$ cat src/kvmsc_pkg.sv
package kvmsc_pkg;

   // ---------------------------------------------------------------
   // Link timing
   // ---------------------------------------------------------------
   localparam int unsigned CLK_HZ        = 10_000_000;
   localparam int unsigned BAUD_BPS      = 19200;
   localparam int unsigned BIT_CYCLES    = CLK_HZ / BAUD_BPS;
   localparam int unsigned HALF_CYCLES   = BIT_CYCLES / 2;
   localparam int unsigned DATA_BITS     = 8;
   localparam int unsigned STOP_BITS     = 1;

   // ---------------------------------------------------------------
   // Selection encoding
   // ---------------------------------------------------------------
   localparam int unsigned NUM_USERS     = 4;
   localparam int unsigned NUM_HOSTS     = 24;
   localparam logic [4:0]  HOST_OFF      = 5'h1F;
   localparam logic [4:0]  HOST_RESET    = 5'h1F;
   localparam logic        LINE_IDLE     = 1'b1;

   typedef struct packed {
      logic       valid;
      logic [1:0] user;
      logic [4:0] host;
   } kvmsc_cmd_t;

   typedef enum logic [1:0] {
      KVMSC_IDLE  = 2'b00,
      KVMSC_START = 2'b01,
      KVMSC_DATA  = 2'b11,
      KVMSC_STOP  = 2'b10
   } kvmsc_state_t;

endpackage : kvmsc_pkg

$ cat src/kvmsc_top.sv
`timescale 1ns/1ps
// Function
// - Link is 19200 baud, 8 data bits, no parity, 1 stop bit.
// - No flow control; bytes are accepted without any handshake.
// - Every valid switching code received is echoed on the serial output.
// - Each byte is one command selecting a user and one of 24 hosts.
// - Hosts 1-16 code as user digit high, port minus one low.
// - Hosts 17-24 use the 6x/8x table, 4/19 is A8; video off 71-74.
// - Each user selection is held independently of the others.
// - Any switch of a channel transmits its code for slave units.
// - A valid received code performs the same channel change.
module kvmsc_top
(
   input  wire logic        CLOCK_I,
   input  wire logic        RST_I,
   input  wire logic        RXD_I,
   input  wire logic        LOCAL_SEL_I,
   input  wire logic [1:0]  LOCAL_USER_I,
   input  wire logic [4:0]  LOCAL_HOST_I,
   output logic             TXD_O,
   output logic [19:0]      USER_HOST_O,
   output logic             SWITCH_O
);
   // ---------------------------------------------------------------
   // Receiver
   // ---------------------------------------------------------------
   kvmsc_pkg::kvmsc_state_t rx_st_q;
   logic [15:0] rx_cnt_q;
   logic [2:0]  rx_bit_q;
   logic [7:0]  rx_sh_q;
   logic        rx_done_q;
   logic [7:0]  rx_byte_q;

   wire logic rx_tick = (rx_cnt_q == 16'h0000);
   always_ff @(posedge CLOCK_I or posedge RST_I)
   begin
      if (RST_I)
      begin
         rx_st_q   <= kvmsc_pkg::KVMSC_IDLE;
         rx_cnt_q  <= 16'h0000;
         rx_bit_q  <= 3'h0;
         rx_sh_q   <= 8'h00;
         rx_done_q <= 1'b0;
         rx_byte_q <= 8'h00;
      end
      else
      begin
         rx_done_q <= 1'b0;
         if (!rx_tick)
            rx_cnt_q <= rx_cnt_q - 16'h0001;
         unique case (rx_st_q)
            kvmsc_pkg::KVMSC_IDLE:
               if (!RXD_I)
               begin
                  rx_st_q  <= kvmsc_pkg::KVMSC_START;
                  rx_cnt_q <= 16'(kvmsc_pkg::HALF_CYCLES - 1);
               end
            kvmsc_pkg::KVMSC_START:
               if (rx_tick)
               begin
                  // A glitch shorter than half a bit is not a start
                  rx_st_q  <= RXD_I ? kvmsc_pkg::KVMSC_IDLE : kvmsc_pkg::KVMSC_DATA;
                  rx_cnt_q <= 16'(kvmsc_pkg::BIT_CYCLES - 1);
                  rx_bit_q <= 3'h0;
               end
            kvmsc_pkg::KVMSC_DATA:
               if (rx_tick)
               begin
                  rx_sh_q  <= {RXD_I, rx_sh_q[7:1]};
                  rx_cnt_q <= 16'(kvmsc_pkg::BIT_CYCLES - 1);
                  rx_bit_q <= rx_bit_q + 3'h1;
                  if (rx_bit_q == 3'(kvmsc_pkg::DATA_BITS - 1))
                     rx_st_q <= kvmsc_pkg::KVMSC_STOP;
               end
            kvmsc_pkg::KVMSC_STOP:
               if (rx_tick)
               begin
                  // Framing errors drop the byte silently
                  rx_st_q   <= kvmsc_pkg::KVMSC_IDLE;
                  rx_done_q <= RXD_I;
                  rx_byte_q <= rx_sh_q;
               end
         endcase
      end
   end

   // ---------------------------------------------------------------
   // Decode and selection
   // ---------------------------------------------------------------
   kvmsc_pkg::kvmsc_cmd_t rx_cmd;
   logic [7:0] tx_code;
   wire logic       loc_ok   = LOCAL_SEL_I &&
                               (LOCAL_HOST_I < 5'(kvmsc_pkg::NUM_HOSTS) ||
                                LOCAL_HOST_I == kvmsc_pkg::HOST_OFF);
   // Serial commands win over a simultaneous local request
   wire logic       rx_go    = rx_done_q && rx_cmd.valid;
   wire logic       do_sw    = rx_go || loc_ok;
   wire logic [1:0] sw_user  = rx_go ? rx_cmd.user : LOCAL_USER_I;
   wire logic [4:0] sw_host  = rx_go ? rx_cmd.host : LOCAL_HOST_I;

   kvmsc_codec i_kvmsc_codec
   (
      .code_i (rx_byte_q),
      .cmd_o  (rx_cmd),
      .user_i (sw_user),
      .host_i (sw_host),
      .code_o (tx_code)
   );

   logic [4:0] sel_q [kvmsc_pkg::NUM_USERS];
   genvar gi;
   generate
      for (gi = 0; gi < kvmsc_pkg::NUM_USERS; gi++)
      begin : g_user
         always_ff @(posedge CLOCK_I or posedge RST_I)
         begin
            if (RST_I)
               sel_q[gi] <= kvmsc_pkg::HOST_RESET;
            else if (do_sw && sw_user == 2'(gi))
               sel_q[gi] <= sw_host;
         end
         assign USER_HOST_O[gi*5 +: 5] = sel_q[gi];
      end
   endgenerate

   always_ff @(posedge CLOCK_I or posedge RST_I)
   begin
      if (RST_I)
         SWITCH_O <= 1'b0;
      else
         SWITCH_O <= do_sw;
   end

   // ---------------------------------------------------------------
   // Transmitter (echo and announce share one code word)
   // ---------------------------------------------------------------
   // One pending slot: a code arriving while sending overwrites the older
   // pending one; at one byte per frame from the link this cannot happen.
   logic       pend_q;
   logic [7:0] pend_code_q;
   logic       tx_busy_q;
   logic [9:0] tx_sh_q;
   logic [3:0] tx_n_q;
   logic [15:0] tx_cnt_q;
   wire logic  tx_tick = (tx_cnt_q == 16'h0000);
   wire logic  tx_load = pend_q && !tx_busy_q;

   always_ff @(posedge CLOCK_I or posedge RST_I)
   begin
      if (RST_I)
      begin
         pend_q      <= 1'b0;
         pend_code_q <= 8'h00;
      end
      else if (do_sw)
      begin
         pend_q      <= 1'b1;
         pend_code_q <= tx_code;
      end
      else if (tx_load)
         pend_q <= 1'b0;
   end

   always_ff @(posedge CLOCK_I or posedge RST_I)
   begin
      if (RST_I)
      begin
         tx_busy_q <= 1'b0;
         tx_sh_q   <= 10'h3FF;
         tx_n_q    <= 4'h0;
         tx_cnt_q  <= 16'h0000;
         TXD_O     <= kvmsc_pkg::LINE_IDLE;
      end
      else if (tx_load)
      begin
         tx_busy_q <= 1'b1;
         tx_sh_q   <= {1'b1, pend_code_q, 1'b0};
         tx_n_q    <= 4'(kvmsc_pkg::DATA_BITS + kvmsc_pkg::STOP_BITS + 1);
         tx_cnt_q  <= 16'h0000;
      end
      else if (tx_busy_q)
      begin
         if (tx_tick)
         begin
            if (tx_n_q == 4'h0)
            begin
               tx_busy_q <= 1'b0;
               TXD_O     <= kvmsc_pkg::LINE_IDLE;
            end
            else
            begin
               TXD_O    <= tx_sh_q[0];
               tx_sh_q  <= {1'b1, tx_sh_q[9:1]};
               tx_n_q   <= tx_n_q - 4'h1;
               tx_cnt_q <= 16'(kvmsc_pkg::BIT_CYCLES - 1);
            end
         end
         else
            tx_cnt_q <= tx_cnt_q - 16'h0001;
      end
   end

   // ---------------------------------------------------------------
   // Checks
   // ---------------------------------------------------------------
   chk_invalid_no_change: assert property (@(posedge CLOCK_I) disable iff (RST_I)
      (rx_done_q && !rx_cmd.valid && !loc_ok) |=> !SWITCH_O && $stable(pend_code_q))
      else $error("invalid byte caused a switch");
   chk_valid_echo_queued: assert property (@(posedge CLOCK_I) disable iff (RST_I)
      rx_go |=> pend_q && pend_code_q == $past(rx_byte_q))
      else $error("valid code not queued for echo");
   chk_valid_applies: assert property (@(posedge CLOCK_I) disable iff (RST_I)
      rx_go |=> sel_q[$past(rx_cmd.user)] == $past(rx_cmd.host))
      else $error("valid code did not switch");
   chk_others_held: assert property (@(posedge CLOCK_I) disable iff (RST_I)
      (do_sw && sw_user != 2'h0) |=> $stable(sel_q[0]))
      else $error("other user selection changed");
   chk_switch_announce: assert property (@(posedge CLOCK_I) disable iff (RST_I)
      SWITCH_O |-> pend_q || tx_busy_q)
      else $error("switch not announced");
   chk_start_bit_low: assert property (@(posedge CLOCK_I) disable iff (RST_I)
      (tx_busy_q && tx_tick && tx_n_q == 4'hA) |=> !TXD_O [*8])
      else $error("start bit missing");
   chk_stop_bit_high: assert property (@(posedge CLOCK_I) disable iff (RST_I)
      (tx_busy_q && tx_tick && tx_n_q == 4'h1) |=> TXD_O)
      else $error("stop bit not high");
   chk_idle_high: assert property (@(posedge CLOCK_I) disable iff (RST_I)
      !tx_busy_q |-> TXD_O)
      else $error("line not idle high");

   cov_serial_switch: cover property (@(posedge CLOCK_I) disable iff (RST_I) rx_go);
   cov_local_switch:  cover property (@(posedge CLOCK_I) disable iff (RST_I) loc_ok && !rx_go);
   cov_bad_byte:      cover property (@(posedge CLOCK_I) disable iff (RST_I)
      rx_done_q && !rx_cmd.valid);
   cov_video_off:     cover property (@(posedge CLOCK_I) disable iff (RST_I)
      rx_go && rx_cmd.host == kvmsc_pkg::HOST_OFF);

endmodule : kvmsc_top

$ cat src/kvmsc_codec.sv
`timescale 1ns/1ps
// Pure code table: byte to (user, host) and back. host 0..23, HOST_OFF = video off.
module kvmsc_codec
(
   input  wire logic [7:0]        code_i,
   output kvmsc_pkg::kvmsc_cmd_t  cmd_o,
   input  wire logic [1:0]        user_i,
   input  wire logic [4:0]        host_i,
   output logic      [7:0]        code_o
);
   wire logic [3:0] hi = code_i[7:4];
   wire logic [3:0] lo = code_i[3:0];
   wire logic       low16 = (hi >= 4'h1) && (hi <= 4'h4);
   wire logic       u12hi = (hi == 4'h6);
   wire logic       u34hi = (hi == 4'h8) && (code_i != 8'h8A);
   wire logic       odd19 = (code_i == 8'hA8);
   wire logic       voff  = (hi == 4'h7) && (lo >= 4'h1) && (lo <= 4'h4);

   assign cmd_o.valid = low16 | u12hi | u34hi | odd19 | voff;
   assign cmd_o.user  = low16 ? 2'(hi - 4'h1) :
                        voff  ? 2'(lo - 4'h1) :
                        odd19 ? 2'h3 : {u34hi, lo[3]};
   assign cmd_o.host  = low16 ? {1'b0, lo} :
                        voff  ? kvmsc_pkg::HOST_OFF :
                        odd19 ? 5'h12 : {2'b10, lo[2:0]};

   wire logic [2:0] hh = host_i[2:0];
   assign code_o = (host_i == kvmsc_pkg::HOST_OFF) ? {4'h7, 2'h0, user_i} + 8'h01 :
                   !host_i[4] ? {2'h0, user_i, host_i[3:0]} + 8'h10 :
                   (user_i == 2'h3 && hh == 3'h2) ? 8'hA8 :
                   {user_i[1] ? 4'h8 : 4'h6, user_i[0], hh};
endmodule : kvmsc_codec

$ cat config.mk
export PLATFORM = sky130hd
export DESIGN_NAME = kvmsc_top
export DESIGN_NICKNAME = d
export VERILOG_FILES = /design/src/kvmsc_pkg.sv /design/src/kvmsc_top.sv /design/src/kvmsc_codec.sv
export SDC_FILE = /design/constraint.sdc
export NUM_CORES = 1
export LEC_CHECK = 0
export BUFFER_PORTS_ARGS = -buffer_cell sky130_fd_sc_hd__buf_2
export CAP_MARGIN = 20
export CORE_UTILIZATION = 27
export DETAILED_ROUTE_END_ITERATION = 8
export PLACE_DENSITY = 0.49
export SYNTH_ARGS = -nofsm -noshare
export SYNTH_HDL_FRONTEND = slang
export SYNTH_SLANG_ARGS = --single-unit
$ cat constraint.sdc
create_clock -name CLOCK_I -period 4.2 [get_ports CLOCK_I]
set_input_delay 0.63 -clock CLOCK_I [delete_from_list [all_inputs] [get_ports CLOCK_I]]
set_output_delay 0.63 -clock CLOCK_I [all_outputs]
set_load 0.03 [all_outputs]
==> summary.txt, run 1 <==
Status
  • Outcome: finished clean

Routing
  • First drt pass iteration count: 4
  • Final ANT Viol Nets: 0
  • DRC violations left: 0
  • Via count: 3,567
  • DRT Wirelength: between 10,000 and 15,000 um
  • Routed WL per cell: 14.32 um
  • DR iter-0 viols: 146
  • Via/cell ratio: 4.775

Layout
  • Share of cells above drive strength 1: 0.2297
  • Nets: 544
  • Ant diodes: 0
  • Syn-to-layout area delta: 13.44%
  • Final instance area: 5776 um^2
  • # fillers: 1,844
  • Post-layout util: 0.3172

Floorplanning
  • I/O pin cnt: 33
  • Height of the die: about 140 um
  • Die area: 19,410 um^2
  • Core area: around 18,000 um^2
  • Num rows: 49
  • Initial Utilization: 0.2796
  • Die span in x: between 100 and 150 um

STA
  • Max Clock Freq: around 0.30 GHz
  • TNS Setup: 0 ns
  • Slew at the pin with the worst max-slew slack: 0.8440 ns
  • # setup viols final: 0
  • Period utilisation layout: 0.7994
  • RSZ-0062 raised after global routing: false
  • Relative max-transition margin: 0.4363
  • Clk_skew: 0.01199 ns
  • Fin. max-slew vios: 0
  • Hold_ws: 0.3261 ns
  • Setup WS post-layout: 0.8427 ns
  • Post-layout minimum cycle time: roughly 3.4 ns
  • Final hold vios: 0

Power and ir drop
  • Switching Share: 0.2986
  • Gate power share: 0.160
  • Register share of total power: 0.500
  • Clock power frac: 0.339
  • Sw power: around 700 uW
  • Leak pwr: 2.559 nW
  • VDD IR max: 0.0001929 V
  • Pint: 1.642 mW
  • Power Density: 405.3 nW/um^2

Worst setup path
  • Critical path fanouts, max: 6
  • Crit-path cells: inv_1 > ha_1 > and4b_1 > a32o_2 > o41a_4 > mux2i_1 > inv_1 > ha_1 > o21ai_0 > nor4bb_1 > o32a_1
  • Worst Path Buf+Inv: 2
  • Critical Path Max Stage Delay: 0.54 ns
  • WS Path Type: reg2reg
  • Critical-path top delay cell: o41a_4
  • Cell family with most CP delay: compound AO/OA/AOI/OAI gates
  • Nature of the critical path startpoint: flip-flop
  • CP Data Arrival Time: 3.60 ns
  • CP required: 4.44 ns
  • Crit. End Element: flip-flop

Clocking
  • # hold bufs at CTS: 0
  • CTS tree: yes
  • Clock buffer depth: 2
  • Num CTS Buffers: 9
  • Setup bufs post-CTS: 0
  • CTS root buffer: clkbuf_16
  • Clk sink count: 99
  • H-tree depth: 3
  • Clock transition at path regs: about 0.08 ns
  • Worst-Skew Late Latency: 0.35 ns
  • Post-CTS Resized: 0

Global route
  • Vias in the first global route: 3,706
  • GRT Total Usage: 0.1184
  • Initial antenna violation count: 1
  • GRT overflow: 0
  • Largest net degree at the start of global routing: between 40 and 50
  • First-pass GRT wire length: approximately 18,000 um

Synthesis
  • Synth Flop Type: dfrtp_1
  • Synthesized flop and latch total: 99
  • Area of the mapped netlist: between 5000 and 6000 um^2
  • Main area contributors after synthesis: dfrtp_1, dfstp_2, ha_1
  • Fraction of registers with async set/reset: 1.000
  • Register area share after synthesis: 0.4940
  • Post-synth EDFFs: 0
  • Post-Synthesis Cells: approximately 480
  • Top cell type's share of synthesized area: 0.3391
  • Syn avg cell area: 10.56 um^2
  • Synth warnings: 0
  • Syn Nets: 513
  • Unique masters post-synth: 70
  • Cell taking the most area after synthesis: dfrtp_1

Placed design
  • Dpl ws: 0.8742 ns
  • Port buffer count: 32
  • Hpwl dp: just under 8000 um
  • GP Congestion: 0.7996
  • DP Area: 5492 um^2

Min path
  • Hold/Removal Path Class: in2async

Flow run
  • Max Cap Viol: 0
## logic make-up (layout without fill, tap and decap cells)
| kind of cell | Yosys count | in the layout | synth area share |
|---|---|---|---|
| buffers and inverters | 36 | 72 | 0.03023 |
| xor gates and xnor gates | 22 | 22 | 0.03785 |
| DFF | 99 | 99 | 0.4940 |
| and+or+nand+nor | 179 | 179 | 0.1863 |
| muxes | 41 | 41 | 0.08774 |
| adders and majority gates | 20 | 20 | 0.04915 |
| AOI/OAI and AO/OA | 85 | 85 | 0.1148 |
## power groups by stage
stage	logic, mW	clock network (mW)	registers, mW
floorplan	0.205	0	1.25
global placement	0.374	0	1.18
detailed placement	0.384	0	1.19
CTS	0.384	0.828	1.17
global route	0.423	0.870	1.19
finish	0.375	0.794	1.17
## final cells by class
type | instances | area (um^2) | share of cell area
well taps | 229 | 286.5 | 0.04961
clock buffers | 9 | 225.2 | 0.03899
repair buffers | 36 | 190.2 | 0.03293
inverters | 20 | 77.57 | 0.01343
multi-input cells | 347 | 2422 | 0.4194
clock inverters | 7 | 58.81 | 0.01018
flip-flops and latches | 99 | 2515 | 0.4354
## metal layers
metal / share of wire / GRT usage / vias to the layer above / wire [um]
li1: - / - / 1767 / -
met1: 0.44 / 0.1382 / 1742 / 4672
met2: 0.50 / 0.2026 / 43 / 5354
met3: 0.044 / 0.03992 / 13 / 475
met4: 0.017 / 0.03977 / 2 / 183
met5: 0.0010 / 0 / - / 11
## cell usage in the layout (no fill, tap or decap), types with 6 or more instances in the layout
cell / instances
ha_1: 20
xnor2_1: 16
xor2_1: 6
nor2_1: 48
nor4_1: 9
inv_1: 17
clkbuf_16: 9
nand2_1: 46
mux2_1: 14
or3_1: 10
buf_2: 32
mux2i_1: 12
nand3_1: 7
mux2_2: 15
a21oi_1: 15
o21ai_0: 33
dfrtp_1: 69
dfstp_2: 30
nor3_1: 12
nor2b_1: 7
## final timing paths
| check | cells after the start | endpoint | from | slack, ns |
|---|---|---|---|---|
| setup / recovery | 11 | pend_code_q[5]$_DFFE_PP0N_ | rx_byte_q[4]$_DFFE_PP0P_ | 0.84 |
| hold / removal | 2 | tx_cnt_q[5]$_DFFE_PP0P_ | RST_I | 0.33 |
| setup reg to reg | 11 | pend_code_q[5]$_DFFE_PP0N_ | rx_byte_q[4]$_DFFE_PP0P_ | 0.84 |
| hold reg to reg | 1 | tx_cnt_q[15]$_DFFE_PP0P_ | tx_cnt_q[15]$_DFFE_PP0P_ | 0.48 |
| max in group asynchronous | 3 | tx_sh_q[1]$_DFFE_PP1P_ | RST_I | 3.00 |
| min in group CLOCK_I | 1 | tx_cnt_q[15]$_DFFE_PP0P_ | tx_cnt_q[15]$_DFFE_PP0P_ | 0.48 |
## Yosys cell counts (all sizes together) (6+ instances only)
master and number:
a21oi 16, buf 8, clkbuf 8, dfrtp 69, dfstp 30, ha 20, inv 20, mux2 29
mux2i 12, nand2 51, nand3 9, nor2 49, nor2b 7, nor3 14, nor4 10, o21ai 34
or3 10, xnor2 16, xor2 6
## sequential cells by signal (all words and copies together) (netlist names)
name,flops
pend_q,1
rx_sh_q,8
rx_st_q,2
rx_byte_q,8
tx_n_q,4
rx_done_q,1
rx_bit_q,3
TXD_O,1
tx_busy_q,1
SWITCH_O,1
rx_cnt_q,16
tx_cnt_q,16
pend_code_q,8
tx_sh_q,9
USER_HOST_O,20
## stage by stage
| step | total power, mW | std cells |
|---|---|---|
| final | 2.341 | 747 |
| after global routing | 2.481 | 747 |
| after CTS | 2.382 | 747 |
| after detailed placement | 1.571 | 731 |
| after global placement | 1.556 | 731 |
| after floorplan | 1.458 | 482 |
Power figures use the tool's default switching activity.
==> inputs of run 2 (changes only) <==
ABC_AREA = 1   (was not set)
clock period = 3.5 ns   (was 4.2 ns; I/O delays follow)
==> run 2 against run 1 <==
Compared with the run above: sequential cell count did not move; clock skew shrank 0.0062 ns; non-clock buffer count decreased by 1; core utilization is essentially flat; critical path depth rose by 4; die area grew 3.2%; final cell count grew 24%; clock power rose by 26%; area after synthesis is 3.2% higher.
==> summary.txt, run 2 <==
Status
  • Outcome: finished clean

STA
  • Final hold vios: 0 (unchanged)
  • Post-layout minimum cycle time: 2.537 ns (-0.8199 ns)
  • Setup WS post-layout: 0.9625 ns (+0.1199 ns)
  • Max Clock Freq: 0.3941 GHz (+32%)
  • Period utilisation layout: 0.7250 (-0.07437)
  • TNS Setup: 0 ns (unchanged)
  • Fin. max-slew vios: 0 (unchanged)
  • RSZ-0062 raised after global routing: false
  • Hold_ws: 0.3845 ns (+0.05840 ns)
  • Relative max-transition margin: 0.3929 (-0.04345)
  • Slew at the pin with the worst max-slew slack: 0.9107 ns (+0.06672 ns)
  • Clk_skew: 0.005802 ns (-0.006190 ns)
  • # setup viols final: 0 (unchanged)

Synthesis
  • Commonest cells post-synth: nand2_1, inv_1, dfrtp_1
  • Post-synth EDFFs: 0 (unchanged)
  • Cell taking the most area after synthesis: dfrtp_1
  • Syn Nets: 656 (+28%)
  • Count leader, synth: nand2_1
  • Fraction of registers with async set/reset: 1.000 (unchanged)
  • Register area share after synthesis: 0.4787 (-0.01529)
  • Area of the mapped netlist: 5254 um^2 (+3.2%)
  • Syn avg cell area: 8.406 um^2 (-20%)
  • Synth warnings: 0 (unchanged)
  • Post-Synthesis Cells: 625 (+30%)
  • Top cell type's share of synthesized area: 0.3286 (-0.01050)
  • Synthesized flop and latch total: 99 (unchanged)
  • Synth Flop Type: dfrtp_1
  • Unique masters post-synth: 41 (-41%)
  • Main area contributors after synthesis: dfrtp_1, dfstp_2, nand2_1

Layout
  • # fillers: 2,045 (+11%)
  • Most frequent cells in the layout: nand2_1, inv_1, dfrtp_1
  • Nets: 693 (+27%)
  • Syn-to-layout area delta: 14.17%
  • Share of cells above drive strength 1: 0.1874 (-0.04232)
  • Ant diodes: 0 (unchanged)
  • Commonest non-fill, non-tap cell in the layout: nand2_1
  • Max reg flops: 20 (unchanged)

Clocking
  • Setup bufs post-CTS: 0 (unchanged)
  • Post-CTS Resized: 0 (unchanged)
  • Worst-Skew Late Latency: 0.34 ns (about the same)
  • Clk sink count: 99 (unchanged)
  • Clock buffer depth: 2 (unchanged)
  • Clock transition at path regs: 0.07 ns (about the same)
  • H-tree depth: 3 (unchanged)
  • Num CTS Buffers: 9 (unchanged)
  • # hold bufs at CTS: 0 (unchanged)
  • CTS root buffer: clkbuf_16
  • CTS tree: yes

Routing
  • DR iter-0 viols: 213 (+46%)
  • First drt pass iteration count: 4 (unchanged)
  • Final ANT Viol Nets: 0 (unchanged)
  • Routed WL per cell: 11.77 um (-18%)
  • Via count: 3,985 (+12%)
  • Via/cell ratio: 4.299 (-10%)
  • DRT Wirelength: 10,910 um (+2.0%)
  • DRC violations left: 0 (unchanged)

Floorplanning
  • Die area: 20,020 um^2 (+3.2%)
  • I/O pin cnt: 33 (unchanged)
  • Height of the die: 141.5 um (+1.6%)
  • Initial Utilization: 0.2781 (-0.001519)
  • Core area: 18,890 um^2 (+3.8%)
  • Die span in x: 141.5 um (+1.6%)
  • Num rows: 50 (+2.0%)

Placed design
  • Dpl ws: 0.9588 ns (+0.08462 ns)
  • Port buffer count: 32 (unchanged)
  • GP Congestion: 0.7883 (-1.4%)
  • Hpwl dp: 7875 um (-0.31%)

Power and ir drop
  • Power Density: 423.3 nW/um^2 (+4.4%)
  • Total Power: 2.539 mW (+8.5%)
  • Leak pwr: 2.804 nW (+9.6%)
  • VDD IR max: 0.0002466 V (+28%)

Global route
  • First-pass GRT wire length: 19,440 um (+6.4%)
  • GRT overflow: 0 (unchanged)
  • Initial antenna violation count: 0 (-1)
  • Vias in the first global route: 4,078 (+10%)
  • Largest net degree at the start of global routing: 75 (+83%)
  • GRT Total Usage: 0.1212 (+0.002858)

Worst setup path
  • WS Path Type: reg2reg
  • Reg2Reg Setup Slack: 0.96 ns (+0.12 ns)
  • Reg-to-Reg End: pend_code_q[6]$_DFFE_PP0N_
  • Crit path capture: pend_code_q[6]$_DFFE_PP0N_
  • CP required: 3.78 ns (-0.66 ns)
  • Crit. End Element: flip-flop
  • Nature of the critical path startpoint: flip-flop
  • R2R depth: 15 (+4)
  • Critical path fanouts, max: 11 (+5)
  • Critical path origin: rx_byte_q[4]$_DFFE_PP0P_
  • R2r startpoint: rx_byte_q[4]$_DFFE_PP0P_
  • CP Data Arrival Time: 2.82 ns (-0.78 ns)

Flow run
  • Max Cap Viol: 0 (unchanged)

Min path
  • Hold/Removal Path Class: in2async
==> run 2: changes by cell type after synthesis, sizes merged, moves of 16 or more <==
cell | previous run | this run
o21ai | 34 | 56
mux2 | 29 | 0
nor2 | 49 | 73
inv | 20 | 88
nand2 | 51 | 148
nand3 | 9 | 42
xnor2 | 16 | 0
==> run 2: layout make-up <==
type / instances / area (um^2) / share of cell area
Tap cell: 260 / 325.3 / 0.05423
Clock buffer: 13 / 260.3 / 0.04339
Clock inverter: 3 / 38.79 / 0.006466
Sequential cell: 99 / 2515 / 0.4193
Timing Repair Buffer: 35 / 182.7 / 0.03045
Multi-Input combinational cell: 429 / 2344 / 0.3907
Inverter: 88 / 332.8 / 0.05549
==> run 2: critical path: stages, from the launching register on <==
cell and delay (ns):
dfrtp_1 0.43, inv_1 0.13, ha_1 0.18, nand2_1 0.07, nor3_2 0.22, inv_2 0.08, nand3_4 0.12, nand2_4 0.14
o21ai_0 0.36, ha_1 0.23, inv_1 0.07, nor2_2 0.13, inv_2 0.08, nor2_1 0.12, inv_1 0.05, nand2_1 0.05
==> run 2: how the worst min path moves through the flow <==
stage | to | slack, ns | start
3_3_place_gp | USER_HOST_O[11]$_DFFE_PP1P_ | 0.46 | USER_HOST_O[11]$_DFFE_PP1P_
5_1_grt | tx_cnt_q[4]$_DFFE_PP0P_ | 0.47 | RST_I
2_1_floorplan | pend_code_q[2]$_DFFE_PP0N_ | 0.45 | pend_code_q[2]$_DFFE_PP0N_
4_1_cts | tx_cnt_q[4]$_DFFE_PP0P_ | 0.43 | RST_I
6_report | tx_cnt_q[4]$_DFFE_PP0P_ | 0.38 | RST_I
3_5_place_dp | pend_code_q[3]$_DFFE_PP0N_ | 0.47 | pend_code_q[3]$_DFFE_PP0N_
==> run 2: through the flow <==
step,instances,util,instance area [um^2]
floorplan,625,-,5254
global placement,911,0.3017,5699
detailed placement,911,0.3017,5699
CTS,927,0.3175,5998
global route,927,0.3175,5998
finish,927,0.3175,5998
==> run 2: routing by layer <==
metal  share of wire  vias up  track usage
met5               0        -            0
met4           0.012        0      0.03565
met3           0.023       10      0.02835
met2            0.45       27       0.1967
met1            0.52     1832       0.1606
li1                -     2116            -
==> run 2: cell families (layout without fill, tap and decap cells) <==
| kind of cell | count (synthesis) | count (layout) | share of synthesized area |
|---|---|---|---|
| DFF | 99 | 99 | 0.4787 |
| and+or+nand+nor | 288 | 288 | 0.2632 |
| adders and majority gates | 20 | 20 | 0.04763 |
| xor gates and xnor gates | 9 | 9 | 0.01500 |
| AOI/OAI and AO/OA | 112 | 112 | 0.1203 |
| buffers and inverters | 97 | 139 | 0.07525 |
==> run 2: where the power goes <==
| part | switching [mW] | leakage, nW | internal (mW) |
|---|---|---|---|
| Sequential | 0.0316 | 1.18 | 1.23 |
| Combinational | 0.196 | 1.47 | 0.0742 |
| Clock | 0.414 | 0.147 | 0.590 |
| Total | 0.642 | 2.80 | 1.90 |
==> inputs of run 3 (changes only) <==
clock period = 2.6 ns   (was 3.5 ns; I/O delays follow)
==> run 3 against run 2 <==
Compared with the run above: clock skew is 0.0056 ns higher; sequential cell count unchanged; worst setup slack lost 0.77 ns; critical path depth is 3 higher; maximum frequency increased by 5.4%; global-route usage is 0.22 points higher; critical endpoint is now pend_code_q[5]$_DFFE_PP0N_.
==> summary.txt, run 3 (same netlist as run 2, synthesis figures left out) <==
Global route
  • GRT overflow: 0 (unchanged)
  • Largest net degree at the start of global routing: 43 (-43%)
  • GRT Total Usage: 0.1235 (+0.002232)
  • Initial antenna violation count: 0 (unchanged)
  • Vias in the first global route: 4,105 (+0.66%)
  • First-pass GRT wire length: 19,820 um (+1.9%)

Worst setup path
  • Critical path fanouts, max: 9 (-2)
  • Reg-to-Reg End: pend_code_q[5]$_DFFE_PP0N_
  • R2r startpoint: rx_byte_q[4]$_DFFE_PP0P_
  • Nature of the critical path startpoint: flip-flop
  • CP required: 2.84 ns (-0.94 ns)
  • Critical path origin: rx_byte_q[4]$_DFFE_PP0P_
  • WS Path Type: reg2reg
  • Reg2Reg Setup Slack: 0.19 ns (-0.77 ns)
  • R2R depth: 18 (+3)
  • CP Data Arrival Time: 2.65 ns (-0.17 ns)
  • Crit path capture: pend_code_q[5]$_DFFE_PP0N_
  • Crit. End Element: flip-flop

Power and ir drop
  • Register share of total power: 0.487 (-0.011)
  • Pint: 2.571 mW (+36%)
  • Leak pwr: 2.857 nW (+1.9%)
  • Switching Share: 0.2634 (+0.01066)
  • VDD IR max: 0.0002910 V (+18%)
  • Sw power: 919.2 uW (+43%)
  • Power Density: 566.5 nW/um^2 (+34%)
  • Total Power: 3.490 mW (+37%)
  • Clock power frac: 0.406 (+0.010)
  • Gate power share: 0.107 (about the same)

Placed design
  • Port buffer count: 32 (unchanged)
  • Hpwl dp: 8258 um (+4.9%)
  • GP Congestion: 0.8959 (+14%)
  • DP Area: 5751 um^2 (+0.90%)

Floorplanning
  • Die area: 20,020 um^2 (unchanged)
  • Initial Utilization: 0.2781 (unchanged)
  • Height of the die: 141.5 um (unchanged)
  • Core area: 18,890 um^2 (unchanged)
  • Die span in x: 141.5 um (unchanged)
  • I/O pin cnt: 33 (unchanged)
  • Num rows: 50 (unchanged)

Routing
  • Via count: 4,158 (+4.3%)
  • DR iter-0 viols: 157 (-26%)
  • First drt pass iteration count: 4 (unchanged)
  • Final ANT Viol Nets: 0 (unchanged)
  • Via/cell ratio: 4.414 (+2.7%)
  • Routed WL per cell: 12.09 um (+2.7%)
  • DRC violations left: 0 (unchanged)
  • DRT Wirelength: 11,390 um (+4.4%)

Clocking
  • CTS tree: yes
  • Clock buffer depth: 2 (unchanged)
  • Clk sink count: 99 (unchanged)
  • H-tree depth: 3 (unchanged)
  • CTS root buffer: clkbuf_16
  • Num CTS Buffers: 9 (unchanged)
  • Clock transition at path regs: 0.07 ns (about the same)
  • Worst-Skew Late Latency: 0.35 ns (about the same)
  • # hold bufs at CTS: 0 (unchanged)

STA
  • Post-layout minimum cycle time: 2.407 ns (-0.1305 ns)
  • Period utilisation layout: 0.9257 (+0.2007)
  • Max Clock Freq: 0.4155 GHz (+5.4%)
  • Slew at the pin with the worst max-slew slack: 0.6891 ns (-0.2216 ns)
  • Final hold vios: 0 (unchanged)
  • Relative max-transition margin: 0.5396 (+0.1468)
  • Fin. max-slew vios: 0 (unchanged)
  • # setup viols final: 0 (unchanged)
  • TNS Setup: 0 ns (unchanged)
  • Clk_skew: 0.01138 ns (+0.005581 ns)

Layout
  • Final instance area: 6161 um^2 (+2.7%)
  • Nets: 708 (+2.2%)
  • Ant diodes: 0 (unchanged)
  • Share of cells above drive strength 1: 0.2170 (+0.02960)
  • Most frequent cells in the layout: nand2_1, inv_1, dfrtp_1
  • Commonest non-fill, non-tap cell in the layout: nand2_1
  • # fillers: 2,033 (-0.59%)
  • Syn-to-layout area delta: 17.27%
  • Max reg flops: 20 (unchanged)

Flow run
  • Max Cap Viol: 0 (unchanged)

Status
  • Outcome: finished clean

Min path
  • Hold/Removal Path Class: in2async
run 3: how the worst min path moves through the flow:
stage	from	end	slack, ns	cells after the start
after global routing	RST_I	rx_cnt_q[12]$_DFF_PP0_	0.18	2
final	RST_I	rx_cnt_q[12]$_DFF_PP0_	0.14	2
after CTS	RST_I	rx_cnt_q[12]$_DFF_PP0_	0.16	2
after global placement	USER_HOST_O[11]$_DFFE_PP1P_	USER_HOST_O[11]$_DFFE_PP1P_	0.47	2
after floorplan	pend_code_q[2]$_DFFE_PP0N_	pend_code_q[2]$_DFFE_PP0N_	0.45	2
after detailed placement	USER_HOST_O[11]$_DFFE_PP1P_	USER_HOST_O[11]$_DFFE_PP1P_	0.47	2
run 3: power by group through the flow:
stage | clock network (mW) | registers (mW) | logic, mW
detailed placement | 0 | 1.73 | 0.377
CTS | 1.47 | 1.70 | 0.379
finish | 1.42 | 1.70 | 0.373
floorplan | 0 | 1.85 | 0.139
global placement | 0 | 1.73 | 0.377
global route | 1.51 | 1.71 | 0.415
run 3: final cells by class:
| class | count | area, um^2 | share of cell area |
|---|---|---|---|
| Timing Repair inverter | 1 | 7.507 | 0.001219 |
| Sequential cell | 99 | 2515 | 0.4082 |
| Tap cell | 260 | 325.3 | 0.05280 |
| Multi-Input combinational cell | 429 | 2366 | 0.3840 |
| Clock buffer | 11 | 254.0 | 0.04123 |
| Inverter | 88 | 334.1 | 0.05422 |
| Timing Repair Buffer | 49 | 300.3 | 0.04874 |
| Clock inverter | 5 | 58.81 | 0.009545 |
run 3: timing repair:
item / CTS / global route
setup endpoints to repair: 0 / 23
buffers inserted: 0 / 9
gates resized for setup: 0 / 11
run 3: per-layer routing:
metal | share of wire | track usage | vias up
li1 | - | - | 2143
met1 | 0.50 | 0.1682 | 1955
met2 | 0.46 | 0.1967 | 47
met3 | 0.024 | 0.01957 | 13
met4 | 0.015 | 0.04754 | 0
met5 | 0 | 0 | -
run 3: through the flow:
stage          hold WS (ns)  setup WS, ns    util  instances
6_report             0.1375        0.1931  0.3261        942
4_1_cts              0.1565        0.1036  0.3209        932
3_3_place_gp         0.4651        0.1773  0.3044        916
2_1_floorplan        0.4492        0.2782       -        625
3_5_place_dp         0.4690        0.1121  0.3044        916
5_1_grt              0.1845     -0.004694  0.3261        942
run 3: worst max-delay path, stage by stage, from the launching register on:
cell and delay, ns:
dfrtp_1 0.42, inv_1 0.11, ha_1 0.17, nand3_1 0.09, nor2_1 0.19, nor2_2 0.08, nand3_4 0.13, nand2_8 0.09
inv_2 0.09, nand2_1 0.06, nand2_2 0.10, inv_1 0.08, ha_1 0.22, inv_2 0.08, nor2_1 0.06, nand3_1 0.09
nand2_1 0.06, nor2_2 0.11, nor2_2 0.04
